<file path="src/pdm_consts.vh">
/*
 * constants for the power-down mode controller: register offsets, field
 * positions, mode codes and timing counts.
 * assumes inclusion by bare name from the design and verification files.
 */
`ifndef PDM_CONSTS_VH
`define PDM_CONSTS_VH

// ----------------------------------------------------------------------------
// register map (word offsets on the plain register port)
// ----------------------------------------------------------------------------
`define PDM_ADDR_W 4
`define PDM_OFS_CTRL_STATUS 4'h0
`define PDM_OFS_PD_STATUS 4'h1
`define PDM_CTRL_RESET 32'h0000_0000

// ----------------------------------------------------------------------------
// control_status_word fields
// ----------------------------------------------------------------------------
`define PDM_POWER_DOWN_SELECT_HI 15
`define PDM_POWER_DOWN_SELECT_LO 10
`define PDM_GIE_BIT 0
`define PDM_CTRL_WMASK 32'h0000_fc01

// ----------------------------------------------------------------------------
// power_down_select codes
// ----------------------------------------------------------------------------
`define PDM_CODE_NONE 6'h00
`define PDM_CODE_LIGHT_EN 6'h09
`define PDM_CODE_LIGHT_ANY 6'h11
`define PDM_CODE_HALT 6'h1a
`define PDM_CODE_PLL_STOP 6'h1c

// ----------------------------------------------------------------------------
// entry delay after the select write
// ----------------------------------------------------------------------------
`define PDM_ENTRY_CYCLES 4'h9
`define PDM_CNT_W 4

`endif

</file>
<file path="src/pdm_entry_delay.v">
/*
 * entry delay counter: after a load pulse counts a fixed number of cycles
 * and then pulses done once.
 * assumes one clock domain and an asynchronous active-low reset.
 */
`timescale 1ns/1ps
`include "pdm_consts.vh"

module pdm_entry_delay (
    // clock and reset
    input wire i_clk,
    input wire i_rst_n,
    // control
    input wire i_load,
    input wire i_cancel,
    output reg o_done,
    output wire o_busy
);

    reg [`PDM_CNT_W-1:0] cnt_q;

    assign o_busy = (cnt_q != {`PDM_CNT_W{1'b0}});

    always @(posedge i_clk or negedge i_rst_n) begin
        if (!i_rst_n) begin
            cnt_q <= {`PDM_CNT_W{1'b0}};
            o_done <= 1'b0;
        end else begin
            o_done <= 1'b0;
            if (i_cancel) begin
                cnt_q <= {`PDM_CNT_W{1'b0}};
            end else if (i_load) begin
                cnt_q <= `PDM_ENTRY_CYCLES;
            end else if (o_busy) begin
                cnt_q <= cnt_q - 4'h1;
                if (cnt_q == 4'h1) begin
                    o_done <= 1'b1;
                end
            end
        end
    end

endmodule // pdm_entry_delay

</file>
<file path="src/pdm_power_down.v">
/*
 * power-down mode controller: holds the control_status_word, decodes the
 * power_down_select field and drives clock gates, pll enables, output
 * freeze and wake-up control toward the core.
 * assumes the core interrupt logic, pll and emulation logic sit outside;
 * emulator and interrupt inputs arrive from other domains and are synchronised.
 */
// Contract
// - mode and wake method come from select field bits 15 to 10.
// - selected mode takes effect nine cycles after the select write; the code applies it ten cycles after.
// - code 000000 means run; 001001 light sleep woken by enabled interrupt.
// - code 010001 light sleep woken by any interrupt.
// - light sleep gates cpu clocks, interrupt logic keeps running.
// - enhanced transfer engine keeps its clock during light sleep.
// - wake by non-enabled interrupt resumes at sleep point, no service routine.
// - wake by enabled interrupt runs service routine then resumes.
// - service routine only if both interrupt gates set, else just resume.
// - code 011010 halts pll output, state is kept.
// - code 011100 stops pll input, slower wake needing relock.
// - deep modes leave only by device reset, interrupts ignored.
// - deep modes freeze functional outputs at last state.
// - gating acts on reference clock input only; the code also gates the cpu clock, transfer clock and pll output.
// - attached emulator masks power-down until emulator reset or removed.
// - in deep modes emulation commands spin idle, pc writes fail.
`timescale 1ns/1ps
`include "pdm_consts.vh"

module pdm_power_down (
    // clock and reset
    input wire i_clk,
    input wire i_rst_n,
    // register port
    input wire [`PDM_ADDR_W-1:0] i_addr,
    input wire [31:0] i_wdata,
    input wire i_wr,
    input wire i_rd,
    output reg [31:0] o_rdata,
    // core side
    input wire i_nmi_gate,
    input wire i_irq_any,
    input wire i_irq_enabled,
    // emulation side
    input wire i_emu_attached,
    input wire i_emu_exec_cmd,
    input wire i_emu_pc_write,
    // clock tree and pll
    output reg o_cpu_clk_en,
    output reg o_xfer_clk_en,
    output reg o_pll_out_en,
    output reg o_refclk_en,
    output reg o_io_freeze,
    // wake and emulation answers
    output reg o_run_isr,
    output reg o_resume,
    output reg o_emu_spin_idle,
    output reg o_emu_pc_write_fail
);

    // ------------------------------------------------------------------------
    // states
    // ------------------------------------------------------------------------
    localparam ST_RUN = 2'b00;
    localparam ST_LIGHT = 2'b01;
    localparam ST_HALT = 2'b10;
    localparam ST_PLL_STOP = 2'b11;

    localparam WAKE_NONE = 2'b00;
    localparam WAKE_EN = 2'b01;
    localparam WAKE_ANY = 2'b10;

    // ------------------------------------------------------------------------
    // decode of the select code
    // ------------------------------------------------------------------------
    function [1:0] code_state;
        input [5:0] code;
        begin
            case (code)
                `PDM_CODE_LIGHT_EN: code_state = ST_LIGHT;
                `PDM_CODE_LIGHT_ANY: code_state = ST_LIGHT;
                `PDM_CODE_HALT: code_state = ST_HALT;
                `PDM_CODE_PLL_STOP: code_state = ST_PLL_STOP;
                default: code_state = ST_RUN;
            endcase
        end
    endfunction

    function [1:0] code_wake;
        input [5:0] code;
        begin
            if (code == `PDM_CODE_LIGHT_EN) begin
                code_wake = WAKE_EN;
            end else if (code == `PDM_CODE_LIGHT_ANY) begin
                code_wake = WAKE_ANY;
            end else begin
                code_wake = WAKE_NONE;
            end
        end
    endfunction

    function is_deep;
        input [1:0] st;
        begin
            is_deep = (st == ST_HALT) || (st == ST_PLL_STOP);
        end
    endfunction

    // ------------------------------------------------------------------------
    // synchronisers for inputs from other domains
    // ------------------------------------------------------------------------
    // the nonmaskable gate comes from core logic on this clock and is read directly
    localparam SYNC_W = 5;

    wire [SYNC_W-1:0] sync_in = {i_emu_pc_write, i_emu_exec_cmd, i_emu_attached, i_irq_enabled, i_irq_any};
    wire [SYNC_W-1:0] sync_out;

    genvar gi;
    generate
        for (gi = 0; gi < SYNC_W; gi = gi + 1) begin : g_sync
            reg stage1_q;
            reg stage2_q;

            always @(posedge i_clk or negedge i_rst_n) begin
                if (!i_rst_n) begin
                    stage1_q <= 1'b0;
                    stage2_q <= 1'b0;
                end else begin
                    stage1_q <= sync_in[gi];
                    stage2_q <= stage1_q;
                end
            end

            assign sync_out[gi] = stage2_q;
        end
    endgenerate

    wire irq_any = sync_out[0];
    wire irq_en = sync_out[1];
    wire emu_att = sync_out[2];
    wire emu_cmd = sync_out[3];
    wire emu_pcw = sync_out[4];

    // ------------------------------------------------------------------------
    // control_status_word and register port
    // ------------------------------------------------------------------------
    reg [31:0] ctrl_q;
    reg [1:0] state_q;
    reg [1:0] state_d;
    reg [1:0] wake_q;

    wire [5:0] sel = ctrl_q[`PDM_POWER_DOWN_SELECT_HI:`PDM_POWER_DOWN_SELECT_LO];
    wire global_interrupt_gate = ctrl_q[`PDM_GIE_BIT];
    wire sel_wr = i_wr && (i_addr == `PDM_OFS_CTRL_STATUS);
    wire deep = is_deep(state_q);
    wire entry_done;
    wire entry_busy;

    always @(posedge i_clk or negedge i_rst_n) begin
        if (!i_rst_n) begin
            ctrl_q <= `PDM_CTRL_RESET;
        end else if (state_q == ST_LIGHT && state_d == ST_RUN) begin
            // leaving light sleep returns the field to run
            ctrl_q[`PDM_POWER_DOWN_SELECT_HI:`PDM_POWER_DOWN_SELECT_LO] <= `PDM_CODE_NONE;
        end else if (sel_wr && !deep) begin
            // whole field written at once; reserved top bit taken as written
            ctrl_q <= i_wdata & `PDM_CTRL_WMASK;
        end
    end

    always @(posedge i_clk or negedge i_rst_n) begin
        if (!i_rst_n) begin
            o_rdata <= 32'h0000_0000;
        end else if (i_rd) begin
            if (i_addr == `PDM_OFS_CTRL_STATUS) begin
                o_rdata <= ctrl_q;
            end else if (i_addr == `PDM_OFS_PD_STATUS) begin
                o_rdata <= {26'h0000000, emu_att, entry_busy, wake_q, state_q};
            end else begin
                o_rdata <= 32'h0000_0000;
            end
        end else begin
            o_rdata <= 32'h0000_0000;
        end
    end

    // ------------------------------------------------------------------------
    // entry delay
    // ------------------------------------------------------------------------
    pdm_entry_delay u_delay (
        .i_clk(i_clk),
        .i_rst_n(i_rst_n),
        .i_load(sel_wr && !deep),
        .i_cancel(state_q != ST_RUN),
        .o_done(entry_done),
        .o_busy(entry_busy)
    );

    // ------------------------------------------------------------------------
    // mode state machine
    // ------------------------------------------------------------------------
    reg wake_isr;
    reg wake_now;

    always @* begin
        state_d = state_q;
        wake_now = 1'b0;
        wake_isr = 1'b0;
        case (state_q)
            ST_RUN: begin
                // a select write landing with done restarts the delay so the newest code wins
                if (entry_done && !emu_att && !sel_wr) begin
                    state_d = code_state(sel);
                end
            end
            ST_LIGHT: begin
                if (emu_att) begin
                    state_d = ST_RUN;
                    wake_now = 1'b1;
                end else if (irq_en) begin
                    state_d = ST_RUN;
                    wake_now = 1'b1;
                    wake_isr = global_interrupt_gate && i_nmi_gate;
                end else if (irq_any && wake_q == WAKE_ANY) begin
                    state_d = ST_RUN;
                    wake_now = 1'b1;
                end
            end
            default: begin
                state_d = state_q;
            end
        endcase
    end

    always @(posedge i_clk or negedge i_rst_n) begin
        if (!i_rst_n) begin
            state_q <= ST_RUN;
            wake_q <= WAKE_NONE;
        end else begin
            state_q <= state_d;
            // wake method is latched at entry so it stays fixed while the core sleeps
            if (state_q == ST_RUN && state_d != ST_RUN) begin
                wake_q <= code_wake(sel);
            end else if (state_d == ST_RUN) begin
                wake_q <= WAKE_NONE;
            end
        end
    end

    // ------------------------------------------------------------------------
    // next values of the registered outputs
    // ------------------------------------------------------------------------
    reg cpu_clk_en_d;
    reg xfer_clk_en_d;
    reg pll_out_en_d;
    reg refclk_en_d;
    reg io_freeze_d;
    reg run_isr_d;
    reg resume_d;
    reg emu_spin_idle_d;
    reg emu_pc_write_fail_d;

    always @* begin
        // clock tree follows the next state so the gates switch with it
        cpu_clk_en_d = (state_d == ST_RUN);
        xfer_clk_en_d = !is_deep(state_d);
        pll_out_en_d = !is_deep(state_d);
        refclk_en_d = (state_d != ST_PLL_STOP);
        io_freeze_d = is_deep(state_d);

        // wake pulses and emulation answers
        run_isr_d = wake_now && wake_isr;
        resume_d = wake_now;
        emu_spin_idle_d = deep && emu_cmd;
        emu_pc_write_fail_d = deep && emu_pcw;
    end

    // ------------------------------------------------------------------------
    // clock, pll, freeze and emulation outputs
    // ------------------------------------------------------------------------
    always @(posedge i_clk or negedge i_rst_n) begin
        if (!i_rst_n) begin
            o_cpu_clk_en <= 1'b1;
            o_xfer_clk_en <= 1'b1;
            o_pll_out_en <= 1'b1;
            o_refclk_en <= 1'b1;
            o_io_freeze <= 1'b0;
            o_run_isr <= 1'b0;
            o_resume <= 1'b0;
            o_emu_spin_idle <= 1'b0;
            o_emu_pc_write_fail <= 1'b0;
        end else begin
            o_cpu_clk_en <= cpu_clk_en_d;
            o_xfer_clk_en <= xfer_clk_en_d;
            o_pll_out_en <= pll_out_en_d;
            o_refclk_en <= refclk_en_d;
            o_io_freeze <= io_freeze_d;
            o_run_isr <= run_isr_d;
            o_resume <= resume_d;
            o_emu_spin_idle <= emu_spin_idle_d;
            o_emu_pc_write_fail <= emu_pc_write_fail_d;
        end
    end

endmodule // pdm_power_down

</file>
<file path="config.mk">
export PLATFORM = sky130hd
export DESIGN_NAME = pdm_power_down
export DESIGN_NICKNAME = d
export VERILOG_FILES = /design/src/pdm_entry_delay.v /design/src/pdm_power_down.v
export VERILOG_INCLUDE_DIRS = /design/src /design/src/src
export SDC_FILE = /design/constraint.sdc
export NUM_CORES = 1
export LEC_CHECK = 0
export BUFFER_PORTS_ARGS = -buffer_cell sky130_fd_sc_hd__buf_4
export CORE_AREA = 3 3 58 86
export DETAILED_ROUTE_END_ITERATION = 6
export DIE_AREA = 0 0 61 89
export PLACE_DENSITY = 0.75
export SLEW_MARGIN = 20
export SYNTH_ARGS = -nofsm -noshare
export SYNTH_HDL_FRONTEND = slang
export SYNTH_SLANG_ARGS = --single-unit
</file>
<file path="constraint.sdc">
create_clock -name i_clk -period 4.2 [get_ports i_clk]
set_input_delay 0.21 -clock i_clk [delete_from_list [all_inputs] [get_ports i_clk]]
set_output_delay 0.21 -clock i_clk [all_outputs]
set_load 0.01 [all_outputs]
</file>
==> reports/metrics.yaml, run 1 <==
logic_synthesis:
  muxShareOfSynthArea_pct: 1.64
  yosysWarnings: 0
  synthAdderAreaFrac_pct: 1.96
  synth-simple-area-share_pct: 16.4
  ys.flop_type: "dfrtp_1"
  synthCells: 150
  synthXorXnorAreaFrac_pct: 0.917
  synth_compound_area_share_pct: 8.06
  yosysUniqueCellTypes: 38
  synth_area_per_cell_um2: 12.7
  synth_area_um2: 1910
  yosys_register_bits: 46
  synth_top_family_by_area: "simple AND/OR/NAND/NOR gates"
  synth_edf_count: 0
  synth.yosys.seq_area_share_pct: 60.4
  synthArstFlopShare_pct: 100
worst_setup_path:
  path_class: "reg2reg"
  crit_arrival_ps: 1940
  worst_setup_path_start_kind: "flop"
  cp_data_required_time_ps: 4410
  ff2ff_path_depth: 4
  critPathMaxFanout: 10
  cp-end-kind: "flop"
clock_network:
  cts_buffers: 5
  path_clk_slew_ps: 80
  clk_path_buf_depth: 2
  tritoncts: "done"
  cts.sinks: 46
  clock_latency_ps: 290
  cts_max_level: 2
  clockRootBuffer: "clkbuf_8"
timing:
  final_max_slew_viol_count: 0
  setup_viol: 0
  max_freq_ghz: 0.580
  min_period_over_period_pct: 41.1
  min_period_ps: 1720
  max_slew_margin_pct: 63.2
  rsz0062_at_grt: "false"
  whs_ps: 18.2
  tightest_slew_ps: 552
  finClkSkew_ps: 7.90
  hold_viol_final: 0
  tns_ps: 0
grt:
  grt_overflow: 0
  met2_usage_pct: 24.3
  grt_util_met1_pct: 15.9
  antenna_found_initial: 0
  grt_pass1_wl_um: 5670
  grt_max_degree: 47
  grt_pass1_vias: 1180
  grtUsageTotal_pct: 14.5
  grt_util_met3_pct: 4.77
  busiest_layer: "met2"
routing:
  drtIter0Drc: 35
  wl_per_cell_um: 13.9
  ant_nets: 0
  dr_total_vias: 1214
  drc: 0
  postRouteWirelength_um: 3380
  vias_per_cell: 5.00
  drt_first_pass_iters: 4
cells_and_area:
  fin_nets: 245
  final_cell_mix: "dfrtp_1, buf_4, conb_1"
  final-seq-area_um2: 1150
  finalNonFillerCells: 243
  fillCellCount: 372
  syn2layout_area_growth_pct: 20.3
  final_common_cell: "dfrtp_1"
  fin_area_um2: 2300
  drive_above_1_share_pct: 33.0
  diodes: 0
  multiInputGateArea_um2: 628
power:
  max-vdd-ir-drop_uv: 222
  p_clk_share_pct: 29.4
  power_switching_uw: 292
  seqPwrFrac_pct: 51.7
  cellPowerDensity_nw_per_um2: 467
  comb_power_share_pct: 19.0
  intPower_uw: 782
  totalPowerFinal_uw: 1070
  swShare_pct: 27.2
  power_leakage_uw: 0.00116
placed_design:
  place.gp.congestion: 0.831
  dp_cells: 234
  io_buffers: 41
  hpwl_um: 2450
  placed_cell_area_um2: 2180
die:
  fp.dieH_um: 89
  rows: 29
  pin_count: 87
  die_x_um: 61
  start_util_pct: 44.2
  core_area_um2: 4320
  dieArea_um2: 5430
worst_hold_path:
  hold_depth: 1
  hold_class: "in2reg"
status:
  status: "completed"
job:
  cap_violations: 0
[layer usage]
layer,up-vias,routed length (µm)
met5,-,0
met4,0,80
met3,6,281
met2,64,1750
met1,581,1270
li1,563,-
[synthesized netlist by cell type (3+ instances only)]
cell type / number / area [µm²]
dfrtp_1: 43 / 1080
buf_4: 21 / 158
and2_1: 8 / 50.1
inv_1: 8 / 30.0
a22o_1: 6 / 52.6
nor2_1: 6 / 22.5
a21oi_1: 5 / 25.0
nor3_1: 4 / 20.0
a32oi_1: 3 / 26.3
and2_2: 3 / 22.5
dfstp_2: 3 / 78.8
ha_1: 3 / 37.5
nand2_1: 3 / 11.3
nand2b_1: 3 / 18.8
nand3b_1: 3 / 22.5
[kinds of logic (layout without fill, tap and decap cells)]
group                    Yosys count  count (layout)
flip-flops                        46              46
AND/OR/NAND/NOR                   46              46
buffers and inverters             30              58
AO/OA/AOI/OAI                     19              19
adder cells (fa/ha/maj)            3               3
multiplexers                       3               3
XOR/XNOR                           2               2
other                              1              20
[worst max-delay path, stage by stage (launching register included)]
cell     delay, ps
dfrtp_1        520
or4_4          580
nor3b_2        250
a32oi_1        140
a21oi_1        160
[what timing repair did]
item                                   4_1_cts  5_1_grt
setup buffers                                0        0
hold buffers                                 1        0
endpoints found under the hold margin       43        0
resized for setup                            0        0
[worst paths after layout]
path / startpoint / to / slack (ps)
worst min-delay path: i_irq_enabled / g_sync[1].stage1_q$_DFF_PN0_ / 20
worst max-delay path: state_q[1]$_DFF_PN0_ / wake_q[0]$_DFFE_PN0P_ / 2480
min in group asynchronous: i_rst_n / g_sync[4].stage1_q$_DFF_PN0_ / 470
worst max register to register: state_q[1]$_DFF_PN0_ / wake_q[0]$_DFFE_PN0P_ / 2480
max in group asynchronous: i_rst_n / o_pll_out_en$_DFF_PN1_ / 3360
worst min register to register: g_sync[4].stage1_q$_DFF_PN0_ / emu_pcw$_DFF_PN0_ / 350
[sequential cells by signal (all words and copies together), names as in the netlist, 2 cells and up]
signal / cells
g_sync.stage1_q: 5
u_delay.cnt_q: 4
g_sync.stage2_q: 2
o_rdata: 12
ctrl_q: 7
wake_q: 2
state_q: 2
[cell type report]
type / count / area share (%)
sequential: 46 / 50.2
multi-input combinational: 93 / 27.3
timing repair buffer: 42 / 13.8
clock buffer: 6 / 3.16
tap: 46 / 2.50
clock inverter: 2 / 1.63
inverter: 8 / 1.31
[metrics by stage]
stage | setup slack (ps) | util (%)
2_1_floorplan | 2710 | -
3_3_place_gp | 2420 | 50.4
3_5_place_dp | 2410 | 50.4
4_1_cts | 2500 | 53.2
5_1_grt | 2350 | 53.2
6_report | 2480 | 53.2
[power groups by stage]
stage          Combinational [µW]  Clock (µW)  Sequential [µW]
2_1_floorplan                 163           0              545
3_3_place_gp                  196           0              558
3_5_place_dp                  203           0              562
4_1_cts                       205         321              554
5_1_grt                       230         340              562
6_report                      203         316              555
No activity file was read; power rests on OpenSTA's default activity.
==> inputs of run 2 (changes only) <==
- clock period: 4.2 -> 1.59 ns (I/O delays scaled with it)
==> run 2 against run 1 <==
  * Largest power group unchanged
  * Hold slack worse by 10 ps
  * Global-route usage down 0.80 points
  * Sequential power rose to 2.6 times the previous value
  * Register-to-register slack worse by 2400 ps
==> reports/metrics.yaml, run 2 (synthesized netlist as in run 1, its figures left out) <==
placed_design:
  place.gp.congestion: 0.821  # -1.2%
  hpwl_um: 2430  # -0.64%
  io_buffers: 41  # unchanged
worst_hold_path:
  hold_class: "in2reg"
  hold_depth: 2  # +1
  min_from: "i_wdata[11]"
clock_network:
  path_clk_slew_ps: 80  # about the same
  clk_path_buf_depth: 2  # unchanged
  tritoncts: "done"
  clockRootBuffer: "clkbuf_8"
  cts_max_level: 2  # unchanged
  cts_buffers: 5  # unchanged
  cts.sinks: 46  # unchanged
  clock_latency_ps: 300  # about the same
timing:
  hold_viol_final: 0  # unchanged
  tightest_slew_ps: 545  # -7.96 ps
  finClkSkew_ps: 6.51  # -1.38 ps
  whs_ps: 8.11  # -10.1 ps
  tns_ps: 0  # unchanged
  max_freq_ghz: 0.655  # +13%
  setup_viol: 0  # unchanged
  min_period_over_period_pct: 96.0  # +55 points
  min_period_ps: 1530  # -198 ps
  max_slew_margin_pct: 63.7  # +0.53 points
  final_max_slew_viol_count: 0  # unchanged
die:
  pin_count: 87  # unchanged
  core_area_um2: 4320  # unchanged
  die_x_um: 61  # unchanged
  start_util_pct: 44.2  # unchanged
  dieArea_um2: 5430  # unchanged
  fp.dieH_um: 89  # unchanged
  rows: 29  # unchanged
cells_and_area:
  syn2layout_area_growth_pct: 28.7
  fin_nets: 262  # +6.9%
  drive_above_1_share_pct: 36.9  # +3.9 points
  final_cell_mix: "buf_4, dfrtp_1, conb_1"
  final_common_cell: "buf_4"
  largest-register: "o_rdata"
  diodes: 0  # unchanged
  final_util_pct: 56.9  # +3.7 points
  fillCellCount: 365  # -1.9%
  reg_top3: "o_rdata x12, ctrl_q x7, g_sync.stage1_q x5"
  largest_register_ffs: 12  # unchanged
status:
  status: "completed"
power:
  cellPowerDensity_nw_per_um2: 1170  # +150%
  max-vdd-ir-drop_uv: 791  # +260%
  totalPowerFinal_uw: 2870  # +170%
  power_leakage_uw: 0.00125  # +7.3%
grt:
  antenna_found_initial: 0  # unchanged
  grtUsageTotal_pct: 13.7  # -0.80 points
  grt_max_degree: 47  # unchanged
  grt_pass1_wl_um: 5460  # -3.7%
  grt_overflow: 0  # unchanged
  grt_pass1_vias: 1220  # +3.4%
worst_setup_path:
  worstReg2RegStart: "state_q[1]$_DFF_PN0_"
  r2r_slack_ps: 60  # -2410 ps
  cp_data_required_time_ps: 1810  # -2600 ps
  cp-startpoint: "state_q[1]$_DFF_PN0_"
  ff2ff_path_depth: 4  # unchanged
  critPathMaxFanout: 4  # -6
  crit_arrival_ps: 1750  # -190 ps
  worst_setup_path_start_kind: "flop"
  cp-end-kind: "flop"
  path_class: "reg2reg"
job:
  cap_violations: 0  # unchanged
routing:
  wl_per_cell_um: 12.7  # -8.8%
  drtIter0Drc: 28  # -20%
  ant_nets: 0  # unchanged
  vias_per_cell: 4.86  # -2.8%
  postRouteWirelength_um: 3300  # -2.5%
  dr_total_vias: 1263  # +4.0%
  drc: 0  # unchanged
  drt_first_pass_iters: 4  # unchanged
==> run 2: final timing paths <==
check                                          endpoint
setup / recovery                  wake_q[1]$_DFFE_PN0P_
hold / removal                   ctrl_q[11]$_DFFE_PN0P_
setup reg to reg                  wake_q[1]$_DFFE_PN0P_
hold reg to reg            g_sync[0].stage2_q$_DFF_PN0_
max in group asynchronous          state_q[0]$_DFF_PN0_
min in group asynchronous  g_sync[4].stage1_q$_DFF_PN0_
==> run 2: worst max-delay path, stage by stage, from the launching register on <==
cell	delay [ps]
dfrtp_1	420
or4_4	530
nor3b_2	220
a32oi_1	140
a21oi_1	140
==> run 2: report_power, final <==
| part | internal [µW] | switching (µW) | total (µW) | leakage, µW |
|---|---|---|---|---|
| clock network | 462 | 368 | 831 | 0.0000579 |
| logic | 322 | 272 | 593 | 0.000599 |
| registers | 1310 | 128 | 1440 | 0.000589 |
==> run 2: per-layer routing <==
layer  wire, µm  part of all wire, %  vias up  global-route usage [%]
li1           -                    -      597                       -
met1       1220                   37      607                    15.1
met2       1780                   54       54                    23.4
met3        245                  7.4        5                    4.77
met4         49                  1.5        0                    5.92
met5          0                    0        -                       0
==> run 2: final cells by class <==
cell class / instances / area, µm² / share of cell area (%)
clock buffers: 5 / 68.8 / 2.80
clock inverters: 3 / 40.0 / 1.63
inverters: 8 / 30.0 / 1.22
multi-input cells: 93 / 641 / 26.1
flip-flops and latches: 46 / 1160 / 47.0
well taps: 46 / 57.6 / 2.34
repair buffers: 59 / 465 / 18.9
==> run 2: repair_timing <==
item	in CTS	in global routing
gates resized for setup	0	4
buffers inserted	0	1
endpoints found under the hold margin	52	0
hold buffers	9	0
setup endpoints to repair	0	9
==> run 2: through the flow <==
| step | cells | cell area [µm²] | setup slack [ps] |
|---|---|---|---|
| after detailed placement | 242 | 2240 | 88.0 |
| after floorplan | 169 | 1980 | 105 |
| after global routing | 260 | 2460 | -25.6 |
| after global placement | 242 | 2240 | 110 |
| after CTS | 259 | 2440 | 10.5 |
| final | 260 | 2460 | 63.2 |
==> inputs of run 3 (changes only) <==
- clock period: 1.59 -> 1.5 ns (I/O delays scaled with it)
==> run 3 against run 2 <==
  * Die area unchanged
  * The run now ends with negative setup slack left
  * Setup slack got worse by 72 ps
  * Sequential cell count did not move
  * Cell count up 3.5%
  * Critical path depth stayed put
  * Total power up 11%
  * Critical endpoint is now wake_q[0]$_DFFE_PN0P_
==> reports/metrics.yaml, run 3 (synthesized netlist as in run 1, its figures left out) <==
cells_and_area:
  syn2layout_area_growth_pct: 34.3
  fillCellCount: 365  # unchanged
  reg_top3: "o_rdata x12, ctrl_q x7, g_sync.stage1_q x5"
  final_common_cell: "buf_4"
  final_util_pct: 59.4  # +2.5 points
  final_cell_mix: "buf_4, dfrtp_1, conb_1"
  diodes: 0  # unchanged
  drive_above_1_share_pct: 40.4  # +3.4 points
  largest_register_ffs: 12  # unchanged
  largest-register: "o_rdata"
  fin_nets: 271  # +3.4%
timing:
  tns_ps: -8.53  # -8.53 ps
  final_max_slew_viol_count: 0  # unchanged
  max_slew_margin_pct: 63.1  # -0.63 points
  min_period_over_period_pct: 101  # +4.5 points
  max_freq_ghz: 0.663  # +1.2%
  tightest_slew_ps: 554  # +9.49 ps
  hold_viol_final: 0  # unchanged
  min_period_ps: 1510  # -18.3 ps
  finClkSkew_ps: 5.64  # -0.868 ps
  setup_viol: 1  # +1
  setup_ws_ps: -8.53  # -71.7 ps
  rsz0062_at_grt: "true"
grt:
  grt_overflow: 0  # unchanged
  grt_pass1_vias: 1242  # +1.8%
  grt_max_degree: 47  # unchanged
  antenna_found_initial: 0  # unchanged
  grtUsageTotal_pct: 14.6  # +0.93 points
  grt_pass1_wl_um: 5760  # +5.4%
worst_setup_path:
  path_class: "reg2reg"
  cp-end-kind: "flop"
  worstReg2RegStart: "state_q[1]$_DFF_PN0_"
  worst_setup_path_start_kind: "flop"
  cp-startpoint: "state_q[1]$_DFF_PN0_"
  cp_data_required_time_ps: 1730  # -80 ps
  crit_arrival_ps: 1740  # about the same
  critPathMaxFanout: 2  # -2
clock_network:
  cts_max_level: 2  # unchanged
  tritoncts: "done"
  cts.sinks: 46  # unchanged
  clock_latency_ps: 300  # about the same
  cts_buffers: 5  # unchanged
  path_clk_slew_ps: 80  # about the same
  clockRootBuffer: "clkbuf_8"
  clk_path_buf_depth: 2  # unchanged
die:
  rows: 29  # unchanged
  pin_count: 87  # unchanged
  dieArea_um2: 5430  # unchanged
  start_util_pct: 44.2  # unchanged
  core_area_um2: 4320  # unchanged
  die_x_um: 61  # unchanged
  fp.dieH_um: 89  # unchanged
worst_hold_path:
  hold_class: "in2reg"
  min_from: "i_wdata[15]"
status:
  status: "finished with violations"
  violations: "negative setup slack"
job:
  cap_violations: 0  # unchanged
power:
  max-vdd-ir-drop_uv: 637  # -19%
  power_leakage_uw: 0.00130  # +4.7%
  cellPowerDensity_nw_per_um2: 1240  # +6.3%
routing:
  dr_wl_met3_um: 203  # -17%
  drc: 0  # unchanged
  vias_per_cell: 4.82  # -0.74%
  wl_met2_um: 1970  # +10%
  dr_total_vias: 1297  # +2.7%
  drtIter0Drc: 16  # -43%
  wl_met1_um: 1370  # +12%
  drt_first_pass_iters: 4  # unchanged
  highest_layer: "met4"
  wl_per_cell_um: 13.6  # +7.4%
  ant_nets: 0  # unchanged
  postRouteWirelength_um: 3670  # +11%
placed_design:
  place_ws_ps: 26.0  # -62.0 ps
  place.gp.congestion: 0.893  # +8.7%
  io_buffers: 41  # unchanged
  hpwl_um: 2600  # +6.7%
-- run 3: what timing repair did --
action / CTS / global route
hold buffers: 12 / 0
resized for setup: 2 / 8
hold endpoints to repair: 55 / 0
setup endpoints to repair: 2 / 14
buffers inserted: 0 / 2
pin swaps: 0 / 4
-- run 3: layout make-up --
cell class                      count  area [µm²]  area share (%)
Inverter                            8        30.0            1.17
Clock buffer                        5        68.8            2.68
Clock inverter                      3        40.0            1.56
Multi-Input combinational cell     93         673            26.2
Timing Repair Buffer               68         541            21.1
Tap cell                           46        57.6            2.24
Sequential cell                    46        1150            45.0
-- run 3: layer usage --
metal	track usage, %	vias up
met5	0	-
met4	8.48	0
met3	2.60	9
met2	25.3	53
met1	16.4	619
li1	-	616
-- run 3: stage by stage --
stage	total power [µW]	cells	hold WS, ps	area, µm²
after detailed placement	2210	247	106	2280
after floorplan	1980	169	-221	1980
after global routing	3340	269	3.92	2560
after global placement	2180	247	94.7	2280
after CTS	3130	267	3.80	2510
final	3180	269	9.09	2560
-- run 3: final timing paths --
path                                                 to  slack, ps  depth (start not counted)
hold / removal                   ctrl_q[15]$_DFFE_PN0P_          9                          2
hold reg to reg                       emu_cmd$_DFF_PN0_        350                          0
max in group asynchronous        o_pll_out_en$_DFF_PN1_        810                          2
setup / recovery                  wake_q[0]$_DFFE_PN0P_         -9                          4
min in group asynchronous  g_sync[3].stage1_q$_DFF_PN0_        300                          2
setup reg to reg                  wake_q[0]$_DFFE_PN0P_         -9                          4
-- run 3: power by group --
group	leakage, µW	internal [µW]	switching (µW)
Clock	0.0000579	490	411
Sequential	0.000590	1390	117
Combinational	0.000656	417	348
Total	0.00130	2300	876
-- run 3: critical path: stages (launching register included) --
cell and delay [ps]:
dfrtp_1 420, or4_4 540, nor3b_2 220, a32oi_1 140, a21oi_2 110
